[src/core/cbc_params.svh]
/*
  Offsets, field positions, reset values and timing figures of the cell
  balance control block. Assumes a 125 MHz clock and byte addressing.
*/
`ifndef CBC_PARAMS_SVH
`define CBC_PARAMS_SVH
`define CBC_A_CTRL 8'h00
`define CBC_A_MAXCNT 8'h04
`define CBC_A_INUSE 8'h08
`define CBC_A_HOSTCMD 8'h0C
`define CBC_A_HOSTLIM 8'h10
`define CBC_A_TEMPLIM 8'h14
`define CBC_A_STATUS 8'h18
`define CBC_A_TIME0 8'h20
`define CBC_A_TIME4 8'h30
`define CBC_B_AUTO 0
`define CBC_B_EXT 1
`define CBC_B_SLOW 2
`define CBC_B_FAST 3
`define CBC_RST_CTRL 4'h0
`define CBC_RST_MAXCNT 3'h2
`define CBC_RST_INUSE 5'h1F
`define CBC_RST_HOSTLIM 16'h003C
`define CBC_RST_TEMPLIM 12'hC00
`define CBC_CLK_KHZ 125000
`define CBC_TICK_MS 1000
`define CBC_THERM_US 3000
`endif

[src/core/cbc_pkg.sv]
/*
  Types shared by the cell balance control modules.
  Assumes five cell positions, cell 0 at the bottom of the stack.
*/
package cbc_pkg;
  typedef logic [4:0] cbc_mask_t;
  typedef logic [2:0] cbc_cnt_t;
  // host balancing state, one bit apart
  typedef enum logic [0:0] {CBC_IDLE = 1'b0, CBC_HOST = 1'b1} cbc_hst_t;

  // number of set bits in a cell mask
  function automatic cbc_cnt_t cbc_ones(input cbc_mask_t m);
    cbc_cnt_t n;
    n = 3'h0;
    for (int i = 0; i < 5; i++)
    begin
      n = n + {2'h0, m[i]};
    end
    return n;
  endfunction
endpackage

[src/core/cbc_sel_if.sv]
/*
  Carrier between the top and the autonomous cell selector.
  Assumes both ends on the same clock.
*/
interface cbc_sel_if;
  import cbc_pkg::*;
  cbc_mask_t want;
  cbc_mask_t in_use;
  cbc_cnt_t max_cnt;
  cbc_mask_t sel;
  modport top (output want, output in_use, output max_cnt, input sel);
  modport pick (input want, input in_use, input max_cnt, output sel);
endinterface

[src/core/cbc_top.sv]
/*
  Cell balance control: passive bypass of cells, autonomous or host driven,
  with measurement-loop suspension, loop slowing and die temperature cutoff.
  Assumes measurement, temperature and register strobes on this clock.
*/
// Function
// - bypass current around selected cells while charging or at rest
// - drive on-chip switches or external transistors as configured
// - autonomous mode picks only non-adjacent cells in use
// - never balance more cells at once than the maximum count
// - host starts and steers balancing with balancing commands
// - host may balance any cell combination up to the maximum count, adjacent ones too
// - host balancing runs a timer and stops at the limit
// - every new balancing command restarts the timer from zero
// - keep balancing time per cell, readable by the host
// - suspend a cell's bypass while that cell is sampled
// - suspend a cell's bypass while a neighbour is sampled
// - suspend top cell bypass while the stack is measured
// - when enabled and balancing, lengthen the measurement loop
// - when slowed, request a current-only conversion after each scan loop
// - stop all balancing while die temperature exceeds threshold
// - thermistor conversion lasts 3 ms, or 1.5 ms when fast
`include "cbc_params.svh"

module cbc_top
  import cbc_pkg::*;
#(
  parameter int TICK_CYC = `CBC_TICK_MS * `CBC_CLK_KHZ,
  parameter int THERM_CYC = `CBC_THERM_US * `CBC_CLK_KHZ / 1000
)
(
  input wire logic clock,
  input wire logic srst,
  input wire logic [7:0] addr,
  input wire logic [31:0] wdata,
  input wire logic wr,
  input wire logic rd,
  output logic [31:0] rdata,
  input wire cbc_pkg::cbc_mask_t want_mask,
  input wire logic meas_cell_valid,
  input wire logic [2:0] meas_cell_idx,
  input wire logic meas_stack,
  input wire logic loop_done,
  input wire logic [11:0] die_temp,
  input wire logic die_temp_valid,
  input wire logic therm_start,
  output cbc_pkg::cbc_mask_t int_sw,
  output cbc_pkg::cbc_mask_t ext_fet,
  output logic cur_only_req,
  output logic therm_busy
);
  import cbc_pkg::*;

  logic [3:0] ctrl;
  logic [3:0] next_ctrl;
  cbc_cnt_t max_cnt;
  cbc_cnt_t next_max_cnt;
  cbc_mask_t in_use;
  cbc_mask_t next_in_use;
  logic [15:0] host_lim;
  logic [15:0] next_host_lim;
  logic [11:0] temp_lim;
  logic [11:0] next_temp_lim;
  cbc_hst_t host_st;
  cbc_hst_t next_host_st;
  cbc_mask_t host_mask;
  cbc_mask_t next_host_mask;
  logic [26:0] host_pre;
  logic [26:0] next_host_pre;
  logic [15:0] host_sec;
  logic [15:0] next_host_sec;
  logic [26:0] free_pre;
  logic [26:0] next_free_pre;
  logic hot;
  logic next_hot;
  cbc_mask_t act;
  cbc_mask_t next_act;
  cbc_mask_t next_int_sw;
  cbc_mask_t next_ext_fet;
  logic next_cur_only;
  logic [18:0] therm_cnt;
  logic [18:0] next_therm_cnt;
  logic next_therm_busy;
  logic [31:0] next_rdata;
  logic cmd_wr;
  logic free_tick;
  logic host_tick;
  cbc_mask_t susp;
  cbc_mask_t top_oh;
  cbc_mask_t want_sel;
  logic [15:0] time_rd;
  logic [2:0] time_idx;
  logic time_hit;

  cbc_sel_if sif ();

  assign sif.want = want_mask;
  assign sif.in_use = in_use;
  assign sif.max_cnt = max_cnt;

  cbc_autosel u_autosel (
    .clock(clock),
    .srst(srst),
    .sif(sif)
  );

  // time registers sit on consecutive words
  assign time_idx = 3'((addr - `CBC_A_TIME0) >> 2);
  assign time_hit = addr >= `CBC_A_TIME0 && addr <= `CBC_A_TIME4 && addr[1:0] == 2'h0;

  cbc_baltime u_baltime (
    .clock(clock),
    .srst(srst),
    .tick(free_tick),
    .act(act),
    .clr(wr && time_hit),
    .idx(time_idx),
    .rd_data(time_rd)
  );

  // configuration registers
  always_comb
  begin
    next_ctrl = ctrl;
    next_max_cnt = max_cnt;
    next_in_use = in_use;
    next_host_lim = host_lim;
    next_temp_lim = temp_lim;
    if (wr)
    begin
      unique case (addr)
        `CBC_A_CTRL: next_ctrl = wdata[3:0];
        `CBC_A_MAXCNT: next_max_cnt = wdata[2:0];
        `CBC_A_INUSE: next_in_use = wdata[4:0];
        `CBC_A_HOSTLIM: next_host_lim = wdata[15:0];
        `CBC_A_TEMPLIM: next_temp_lim = wdata[11:0];
        default: ;
      endcase
    end
  end

  always_ff @(posedge clock)
  begin
    if (srst)
    begin
      ctrl <= `CBC_RST_CTRL;
      max_cnt <= `CBC_RST_MAXCNT;
      in_use <= `CBC_RST_INUSE;
      host_lim <= `CBC_RST_HOSTLIM;
      temp_lim <= `CBC_RST_TEMPLIM;
    end
    else
    begin
      ctrl <= next_ctrl;
      max_cnt <= next_max_cnt;
      in_use <= next_in_use;
      host_lim <= next_host_lim;
      temp_lim <= next_temp_lim;
    end
  end

  // host command, duration timer and free second tick
  assign cmd_wr = wr && addr == `CBC_A_HOSTCMD;
  assign host_tick = host_pre == 27'(TICK_CYC - 1);
  assign free_tick = free_pre == 27'(TICK_CYC - 1);

  always_comb
  begin
    next_host_st = host_st;
    next_host_mask = host_mask;
    next_host_pre = host_tick ? 27'h0 : host_pre + 27'h1;
    next_host_sec = host_sec + {15'h0, host_tick};
    next_free_pre = free_tick ? 27'h0 : free_pre + 27'h1;
    if (cmd_wr)
    begin
      next_host_mask = wdata[4:0];
      next_host_st = |wdata[4:0] ? CBC_HOST : CBC_IDLE;
      next_host_pre = 27'h0;
      next_host_sec = 16'h0000;
    end
    else
    begin
      unique case (host_st)
        CBC_IDLE:
        begin
          next_host_pre = 27'h0;
          next_host_sec = 16'h0000;
        end
        CBC_HOST:
        begin
          if (host_sec >= host_lim)
          begin
            next_host_st = CBC_IDLE;
            next_host_mask = '0;
          end
        end
      endcase
    end
  end

  always_ff @(posedge clock)
  begin
    if (srst)
    begin
      host_st <= CBC_IDLE;
      host_mask <= '0;
      host_pre <= 27'h0;
      host_sec <= 16'h0000;
      free_pre <= 27'h0;
    end
    else
    begin
      host_st <= next_host_st;
      host_mask <= next_host_mask;
      host_pre <= next_host_pre;
      host_sec <= next_host_sec;
      free_pre <= next_free_pre;
    end
  end

  // suspension by the measurement loop, top cell is the highest in use
  always_comb
  begin
    top_oh = '0;
    susp = '0;
    for (int i = 0; i < 5; i++)
    begin
      if (in_use[i])
        top_oh = cbc_mask_t'(5'h01 << i);
    end
    for (int i = 0; i < 5; i++)
    begin
      if (meas_cell_valid && meas_cell_idx == 3'(i))
        susp[i] = 1'b1;
      if (meas_cell_valid && (meas_cell_idx == 3'(i + 1) || meas_cell_idx + 3'h1 == 3'(i)))
        susp[i] = 1'b1;
      if (meas_stack && top_oh[i])
        susp[i] = 1'b1;
    end
  end

  // final selection, cap, temperature cutoff and switch routing
  always_comb
  begin
    want_sel = '0;
    if (host_st == CBC_HOST)
      want_sel = cbc_ones(host_mask) <= max_cnt ? host_mask : '0;
    else if (ctrl[`CBC_B_AUTO])
    begin
      // the pick lags a cycle, so mask and cap it again against live settings
      want_sel = sif.sel & in_use;
      if (cbc_ones(want_sel) > max_cnt)
        want_sel = '0;
    end
    next_hot = die_temp_valid ? die_temp > temp_lim : hot;
    next_act = hot ? '0 : want_sel & ~susp;
    next_int_sw = ctrl[`CBC_B_EXT] ? '0 : next_act;
    next_ext_fet = ctrl[`CBC_B_EXT] ? next_act : '0;
    next_cur_only = loop_done && ctrl[`CBC_B_SLOW] && |want_sel && !hot;
  end

  always_ff @(posedge clock)
  begin
    if (srst)
    begin
      hot <= 1'b0;
      act <= '0;
      int_sw <= '0;
      ext_fet <= '0;
      cur_only_req <= 1'b0;
    end
    else
    begin
      hot <= next_hot;
      act <= next_act;
      int_sw <= next_int_sw;
      ext_fet <= next_ext_fet;
      cur_only_req <= next_cur_only;
    end
  end

  // thermistor conversion window
  always_comb
  begin
    next_therm_cnt = therm_cnt;
    if (therm_start && therm_cnt == 19'h0)
      next_therm_cnt = ctrl[`CBC_B_FAST] ? 19'(THERM_CYC / 2) : 19'(THERM_CYC);
    else if (therm_cnt != 19'h0)
      next_therm_cnt = therm_cnt - 19'h1;
    next_therm_busy = next_therm_cnt != 19'h0;
  end

  always_ff @(posedge clock)
  begin
    if (srst)
    begin
      therm_cnt <= 19'h0;
      therm_busy <= 1'b0;
    end
    else
    begin
      therm_cnt <= next_therm_cnt;
      therm_busy <= next_therm_busy;
    end
  end

  // register read, one cycle later, unmapped reads zero
  always_comb
  begin
    next_rdata = 32'h0000_0000;
    if (rd)
    begin
      unique case (addr)
        `CBC_A_CTRL: next_rdata = {28'h0, ctrl};
        `CBC_A_MAXCNT: next_rdata = {29'h0, max_cnt};
        `CBC_A_INUSE: next_rdata = {27'h0, in_use};
        `CBC_A_HOSTCMD: next_rdata = {27'h0, host_mask};
        `CBC_A_HOSTLIM: next_rdata = {16'h0, host_lim};
        `CBC_A_TEMPLIM: next_rdata = {20'h0, temp_lim};
        `CBC_A_STATUS: next_rdata = {16'h0, host_sec[7:0], therm_busy, hot, host_st, act};
        default: next_rdata = time_hit ? {16'h0, time_rd} : 32'h0000_0000;
      endcase
    end
  end

  always_ff @(posedge clock)
  begin
    if (srst)
      rdata <= 32'h0000_0000;
    else
      rdata <= next_rdata;
  end
endmodule // cbc_top

[src/core/cbc_autosel.sv]
/*
  Autonomous cell picker: non-adjacent cells in use, capped in count.
  Assumes want comes from the voltage algorithm on the same clock.
*/
module cbc_autosel
  import cbc_pkg::*;
(
  input wire logic clock,
  input wire logic srst,
  cbc_sel_if.pick sif
);
  cbc_mask_t sel;
  cbc_mask_t next_sel;

  // greedy pick from the bottom, skipping neighbours of a picked cell
  always_comb
  begin
    cbc_cnt_t n;
    logic prev;
    n = 3'h0;
    prev = 1'b0;
    next_sel = '0;
    for (int i = 0; i < 5; i++)
    begin
      if (sif.want[i] && sif.in_use[i] && !prev && n < sif.max_cnt)
      begin
        next_sel[i] = 1'b1;
        n = n + 3'h1;
      end
      prev = next_sel[i];
    end
  end

  // register the pick
  always_ff @(posedge clock)
  begin
    if (srst)
      sel <= '0;
    else
      sel <= next_sel;
  end

  assign sif.sel = sel;
endmodule // cbc_autosel

[src/core/cbc_baltime.sv]
/*
  Per-cell balancing time counters in seconds, saturating.
  Assumes a one-cycle tick each second and a same-clock read index.
*/
module cbc_baltime
  import cbc_pkg::*;
(
  input wire logic clock,
  input wire logic srst,
  input wire logic tick,
  input wire cbc_mask_t act,
  input wire logic clr,
  input wire logic [2:0] idx,
  output logic [15:0] rd_data
);
  logic [15:0] cnt [5];

  // one counter per cell
  genvar g;
  generate
    for (g = 0; g < 5; g++)
    begin : g_cell
      logic [15:0] next_cnt;
      always_comb
      begin
        next_cnt = cnt[g];
        if (clr && idx == 3'(g))
          next_cnt = 16'h0000;
        else if (tick && act[g] && cnt[g] != 16'hFFFF)
          next_cnt = cnt[g] + 16'h0001;
      end
      always_ff @(posedge clock)
      begin
        if (srst)
          cnt[g] <= 16'h0000;
        else
          cnt[g] <= next_cnt;
      end
    end
  endgenerate

  // read mux over the counter flops
  always_comb
  begin
    rd_data = 16'h0000;
    if (idx < 3'h5)
      rd_data = cnt[idx];
  end
endmodule // cbc_baltime

[config.mk]
export PLATFORM = sky130hd
export DESIGN_NAME = cbc_top
export DESIGN_NICKNAME = d
export VERILOG_FILES = /design/src/core/cbc_pkg.sv /design/src/core/cbc_sel_if.sv /design/src/core/cbc_top.sv /design/src/core/cbc_autosel.sv /design/src/core/cbc_baltime.sv
export VERILOG_INCLUDE_DIRS = /design/src /design/src/core
export SDC_FILE = /design/constraint.sdc
export NUM_CORES = 1
export LEC_CHECK = 0
export ABC_AREA = 1
export BUFFER_PORTS_ARGS = -buffer_cell sky130_fd_sc_hd__buf_2
export CAP_MARGIN = 40
export CELL_PAD_IN_SITES_DETAIL_PLACEMENT = 1
export CELL_PAD_IN_SITES_GLOBAL_PLACEMENT = 2
export CORE_ASPECT_RATIO = 2
export CORE_MARGIN = 3
export CORE_UTILIZATION = 24
export DETAILED_ROUTE_END_ITERATION = 7
export GPL_TIMING_DRIVEN = 0
export PLACE_DENSITY = 0.58
export SYNTH_ARGS = -nofsm -noshare
export SYNTH_HDL_FRONTEND = slang
export SYNTH_HIERARCHICAL = 1
export SYNTH_SLANG_ARGS = --single-unit
export TNS_END_PERCENT = 5
[constraint.sdc]
create_clock -name clock -period 4.4 [get_ports clock]
set_clock_uncertainty 0.15 [all_clocks]
set_input_delay 0.44 -clock clock [delete_from_list [all_inputs] [get_ports clock]]
set_output_delay 0.44 -clock clock [all_outputs]
set_load 0.02 [all_outputs]
Word level (Yosys, flattened, before mapping)
Memory sizes are Yosys's and may differ from the RTL's.
Cells that the tools add are included.
{ "op_classes": {"add_sub_neg": 22, "multipliers": 0, "div": 0, "magnitude_cmp": 12, "n_eq_ne": 26, "n_shift": 0, "muxes": 65, "bitwise_logic": 11, "n_reduce_logical": 86} }
{ "op_table": {"columns": ["operator", "n"], "rows": [
  ["16-bit 2-to-1 mux", 17],
  ["16-bit case mux with 7 select lines", 1],
  ["16-bit by 1-bit adder with 16-bit output (second input constant)", 5],
  ["16-bit != test (second input constant)", 5],
  ["5-bit 2-to-1 mux", 12],
  ["19-bit 2-to-1 mux", 3],
  ["27-bit by 1-bit adder with 27-bit output (second input constant)", 2],
  ["27-bit equality test (second input constant)", 2],
  ["1-bit logical AND", 52],
  ["19-bit nonzero test", 2],
  ["1-bit 2-to-1 mux", 29],
  ["8-bit by 5-bit equality test with 1-bit output (second input constant)", 3],
  ["19-bit zero test", 1],
  ["19-bit by 1-bit subtractor with 19-bit output (second input constant)", 1],
  ["3-bit by 2-bit equality test with 1-bit output (second input constant)", 6],
  ["16-bit by 1-bit adder with 16-bit output", 1],
  ["8-bit by 4-bit equality test with 1-bit output (second input constant)", 2],
  ["16-bit >= comparator", 1],
  ["3-bit by 1-bit adder with 3-bit output", 4],
  ["3-bit equality test (second input constant)", 4],
  ["12-bit greater-than comparator", 1],
  ["2-bit AND reduction", 6],
  ["5-bit AND", 2],
  ["5-bit OR reduction", 2],
  ["other kinds (28)", 58]
]} }
{ "totals": {"reg_bits": 190, "latch_bits": 0, "mem_bits_rw": 80, "mem_bits_ro": 0, "in_bits": 69, "out_inout_bits": 44, "word_cells": 242, "n_memories": 1} }
{ "memory_table": {"columns": ["memory", "words", "width", "read_ports", "rd_clocked_by_memory_dff", "wr", "line", "rtl"], "rows": [
  ["u_baltime.cnt", 5, 16, 6, 0, 5, "cbc_baltime.sv:16", "logic [15:0] cnt [5];"]
]} }

Depth between registers and ports, before layout
{ "logic_depth": {"word_depth": 19, "depth_mapped": 25, "ltp_nobuf": 25} }

By module
The synthesis kept the hierarchy.
{ "by_module_without_submodules": {"columns": ["mod", "n_inst", "cells_each", "area_each_um2"], "rows": [
  ["cbc_top", 1, 1228, 8879.8],
  ["cbc_baltime", 1, 912, 5316.3],
  ["cbc_autosel", 1, 67, 461.7]
]} }

Worst setup path after synthesis
No wires, ideal clock.
{ "synth_timing": {"path_kind": "register -> register", "startpoint": "register max_cnt[0]", "endpoint": "register u_autosel.sel[4] (netlist: u_autosel/sif.sel[4])", "t_arrival_ns": 3.015, "setup_slack_ns": 1.173, "path_stages_with_launch": 22, "cell_sequence": "dfxtp_1 -> inv_1 -> nand2_2 -> inv_1 -> nor2_1 -> inv_1 -> ha_1 -> inv_2 -> nand3_1 -> nand2_2 -> nand3_4 -> nor3_1 -> ha_1 -> nand2_1 -> nand3_1 -> inv_2 -> nand3_1 -> nand2_1 -> ha_1 -> a2111oi_0 -> nand2_1 -> nor2_2"} }
{ "synth_between": {"elab_chain_cells": 19, "word_cells_on_any_way": 30, "cone_classes": "add/sub (3); order compare (5); mux (9); reduce/logical (13)"} }
{ "synth_lines": {"columns": ["item", "line", "rtl"], "rows": [
  ["start, declared", "cbc_top.sv:56", "cbc_cnt_t max_cnt;"],
  ["start signal, assigned", "cbc_top.sv:147", "max_cnt <= `CBC_RST_MAXCNT;"],
  ["start signal, assigned", "cbc_top.sv:155", "max_cnt <= next_max_cnt;"],
  ["1-bit by 3-bit < comparator with 1-bit output (*)", "cbc_autosel.sv:25", "if (sif.want[i] && sif.in_use[i] && !prev && n < sif.max_cnt)"],
  ["1-bit logical AND (*)", "cbc_autosel.sv:25", null],
  ["1-bit 2-to-1 mux (*)", "cbc_autosel.sv:25", null],
  ["net u_autosel.next_sel[0]", "cbc_autosel.sv:13", "cbc_mask_t next_sel;"],
  ["1-bit zero test (*)", "cbc_autosel.sv:25", null],
  ["1-bit logical AND (*) (2 in series)", "cbc_autosel.sv:25", null],
  ["branches (longest 11 deep; another with 3-bit < comparator)", null, null],
  ["1-bit logical AND (*)", "cbc_autosel.sv:25", null],
  ["1-bit 2-to-1 mux (*)", "cbc_autosel.sv:25", null],
  ["end signal, assigned", "cbc_autosel.sv:40", "sel <= next_sel;"],
  ["end, declared", "cbc_autosel.sv:12", "cbc_mask_t sel;"]
]} }
Mark *: on every way through the listed nets, which the timed path passes.
A chain may end at the register's enable or synchronous reset.

Final worst setup path
{ "layout_timing": {"startpoint": "register max_cnt[2]", "endpoint": "register u_autosel.sel[4] (netlist: u_autosel/sif.sel[4])"} }
Same word-level chain as after synthesis.

==> flow_metrics.env <==
export IMPL_status="completed"
export IMPL_end_kind="flip-flop"
export IMPL_boundaryPins=113
export IMPL_viasPerCell=4.70
export IMPL_p_comb_frac=0.214
export IMPL_synthesis_area_um2=14700
export IMPL_hold_viol_final=0
export IMPL_tns_ns=0
export IMPL_clkTransAtPathRegs_ns=0.07
export IMPL_ys_ff_latch=254
export IMPL_cp_slowest_cell="dfxtp_1"
export IMPL_post_drt_wl_per_cell_um=18.6
export IMPL_post_route_period_util=0.890
export IMPL_crit_path_start_kind="flip-flop"
export IMPL_syn_instance_count=2207
export IMPL_grt_max_degree=15
export IMPL_synth_warnings=6
export IMPL_multiInputGateArea_um2=8180
export IMPL_finalSetupViolations=0
export IMPL_area_delta_synth_final_pct=17.0
export IMPL_dr_pass1_iters=4
export IMPL_r2r_setup_slack_ns=0.48
export IMPL_wl_met3_um=1450
export IMPL_fin_cells=3138
export IMPL_n_antenna_cell=0
export IMPL_synthSimpleGateAreaFrac=0.367
export IMPL_nNetsFinal=2472
export IMPL_routed_wl_um=58300
export IMPL_die_h_um=355
export IMPL_clk_insertion_delay_late_ns=0.59
export IMPL_p_per_area_nw_per_um2=371
export IMPL_drc=0
export IMPL_synth_ff_type="dfxtp_1"
export IMPL_synthAdderAreaFrac=0.0516
export IMPL_dp_hpwl_um=47800
export IMPL_max_cap_violations=0
export IMPL_final_cell_mix="nand2_1, nor2_1, inv_1"
export IMPL_cp_max_fo=6
export IMPL_fin_crit_ns=3.92
export IMPL_grt_pass1_wl_um=89700
export IMPL_seq_power_share=0.388
export IMPL_max_slew_margin=0.463
export IMPL_ctsRootBufferMaster="clkbuf_16"
export IMPL_dp_cells=3076
export IMPL_port_buffers=80
export IMPL_vias=14733
export IMPL_leakagePower_uw=0.00723
export IMPL_syn_area_per_cell_um2=6.64
export IMPL_grt_pass1_vias=15755
export IMPL_cts_tree="built"
export IMPL_cts_htree_levels=1
export IMPL_postCtsSetupBuffers=0
export IMPL_crit_chain="nor2_4 > nand2_2 > inv_1 > nor2_1 > inv_1 > ha_1 > inv_2 > nand3_1 > nand2_2 > nand3_4 > nor3_1 > ha_1 > nand2_1 > nand3_1 > inv_2 > nand3_1 > nand2_1 > ha_1 > a2111oi_0 > nand2_1 > nor2_2"
export IMPL_ant_nets=0
export IMPL_ir_drop_uv=288
export IMPL_drive_gt1_frac=0.115
export IMPL_clock_path_buffers=3
export IMPL_synth_edf_count=0
export IMPL_synth_xor_area_share=0.0161
export IMPL_synth_compound_area_share=0.120
export IMPL_wl_met1_um=21500
export IMPL_wl_met2_um=33400
export IMPL_crit_buf_inv=4
export IMPL_fmax_mhz=255
export IMPL_crit_type="flip-flop to flip-flop"
export IMPL_final_common_cell="nand2_1"
export IMPL_synth_distinct_cells=64
export IMPL_dieArea_um2=64300
export IMPL_p_sw_uw=2090
export IMPL_synthArstFlopShare=0
export IMPL_synth_top_family_by_area="simple AND/OR/NAND/NOR gates"
export IMPL_rsz0062_at_grt="no"
export IMPL_cts_buffers=28
export IMPL_synth_top_cell_by_area="dfxtp_1"
export IMPL_die_w_um=181
export IMPL_yosysSeqAreaShare=0.347
export IMPL_maxUsedRoutingLayer="met4"
export IMPL_worst_slew_pin_slew_ns=0.805
export IMPL_hold_class="input port to flip-flop"
export IMPL_crit_required_ns=4.78
export IMPL_fill_cells=7569
export IMPL_max_stage_delay_ns=0.52
export IMPL_overflow=0
export IMPL_start_util=0.243
export IMPL_synthMuxAreaShare=0
export IMPL_worstPathArrival_ns=4.30
export IMPL_drv_slew=0
export IMPL_gp_congestion=0.853
export IMPL_num_rows=127
export IMPL_p_int_uw=4280
export IMPL_synth_area_top_cells="dfxtp_1, nand2_1, nor2_1"
export IMPL_drt_iter0_markers=417
export IMPL_clkPwrFrac=0.398
export IMPL_path_delay_family="simple AND/OR/NAND/NOR gates"
export IMPL_cts_sinks=254
export IMPL_antenna_found_initial=2
export IMPL_yosys_area_top_type_share=0.347
export IMPL_swShare=0.328
export IMPL_fp_coreArea_um2=60200
export IMPL_regArea_um2=5090
export IMPL_track_usage=0.178
sequential cells by signal, indices dropped and copies added (netlist names), 5 cells and up:
| signal | cells |
|---|---|
| int_sw | 5 |
| host_pre | 27 |
| ext_fet | 5 |
| rdata | 16 |
| u_autosel/sif.sel | 5 |
| host_lim | 16 |
| therm_cnt | 19 |
| in_use | 5 |
| host_sec | 16 |
| act | 5 |
| temp_lim | 12 |
| host_mask | 5 |
| u_baltime/cnt | 80 |
| free_pre | 27 |
power groups by stage:
stage	clock network, uW	registers, uW	logic (uW)
after floorplan	0	2490	1000
after global placement	0	2520	1360
after detailed placement	0	2520	1380
after CTS	2660	2470	1400
after global routing	2730	2480	1580
final	2530	2470	1360
worst paths after layout:
kind	startpoint	endpoint	depth (start not counted)
setup / recovery	max_cnt[2]	u_autosel/sif.sel[4]	21
hold reg to reg	host_pre[0]	host_pre[0]	1
setup reg to reg	max_cnt[2]	u_autosel/sif.sel[4]	21
hold / removal	wdata[3]	host_mask[3]	3
logic make-up after synthesis:
| kind of cell | Yosys count |
|---|---|
| AO/OA/AOI/OAI | 308 |
| AND/OR/NAND/NOR | 1216 |
| buffers and inverters | 343 |
| XOR/XNOR | 27 |
| other | 1 |
| adder cells (fa/ha/maj) | 58 |
| flip-flops | 254 |
area by class of cell:
cell class              instances  area share
clock inverters                 8     0.00759
multi-input cells            1625       0.477
well taps                     774      0.0565
clock buffers                  41      0.0472
inverters                     285      0.0625
repair buffers                 93      0.0309
flip-flops and latches        254       0.296
plain buffers                  58      0.0217
stage by stage:
stage	utilization	total power (uW)	hold WS, ns	setup WS [ns]	area (um2)
6_report	0.285	6360	0.0332	0.484	17200
5_1_grt	0.285	6780	0.0419	0.115	17200
4_1_cts	0.285	6530	0.000469	0.259	17200
3_5_place_dp	0.267	3900	0.287	0.282	16100
3_3_place_gp	0.267	3880	0.283	0.390	16100
2_1_floorplan	-	3500	0.268	1.17	14700
metal layers:
layer | GRT usage | up-vias
met4 | 0.0606 | 0
met3 | 0.0162 | 84
met2 | 0.372 | 207
met1 | 0.179 | 7081
met5 | 0 | -
li1 | - | 7361
cell usage after synthesis (all sizes together) (7+ instances only):
master	instances
nand2	574
nor2	378
inv	281
dfxtp	254
a21oi	147
nand3	134
o21ai	99
ha	54
nand4	49
buf	47
nor3	37
xor2	21
nor3b	16
o2111ai	14
o211ai	13
clkbuf	11
o22ai	9
nor4	8
nand3b	7
or2	7
repair_timing:
| item | 4_1_cts | 5_1_grt |
|---|---|---|
| hold buffers | 13 | 0 |
| endpoints found under the setup margin | 0 | 1 |
| endpoints found under the hold margin | 19 | 0 |
| gates resized for setup | 0 | 1 |
worst register-to-register path: cells and delay by family (launching register included):
family,cells,cell delay (ns)
flip-flops,1,0.52
AND/OR/NAND/NOR,13,1.50
adder cells (fa/ha/maj),3,0.89
AO/OA/AOI/OAI,1,0.49
buffers and inverters,4,0.31
Note: power is estimated with default switching activity, not from simulation.
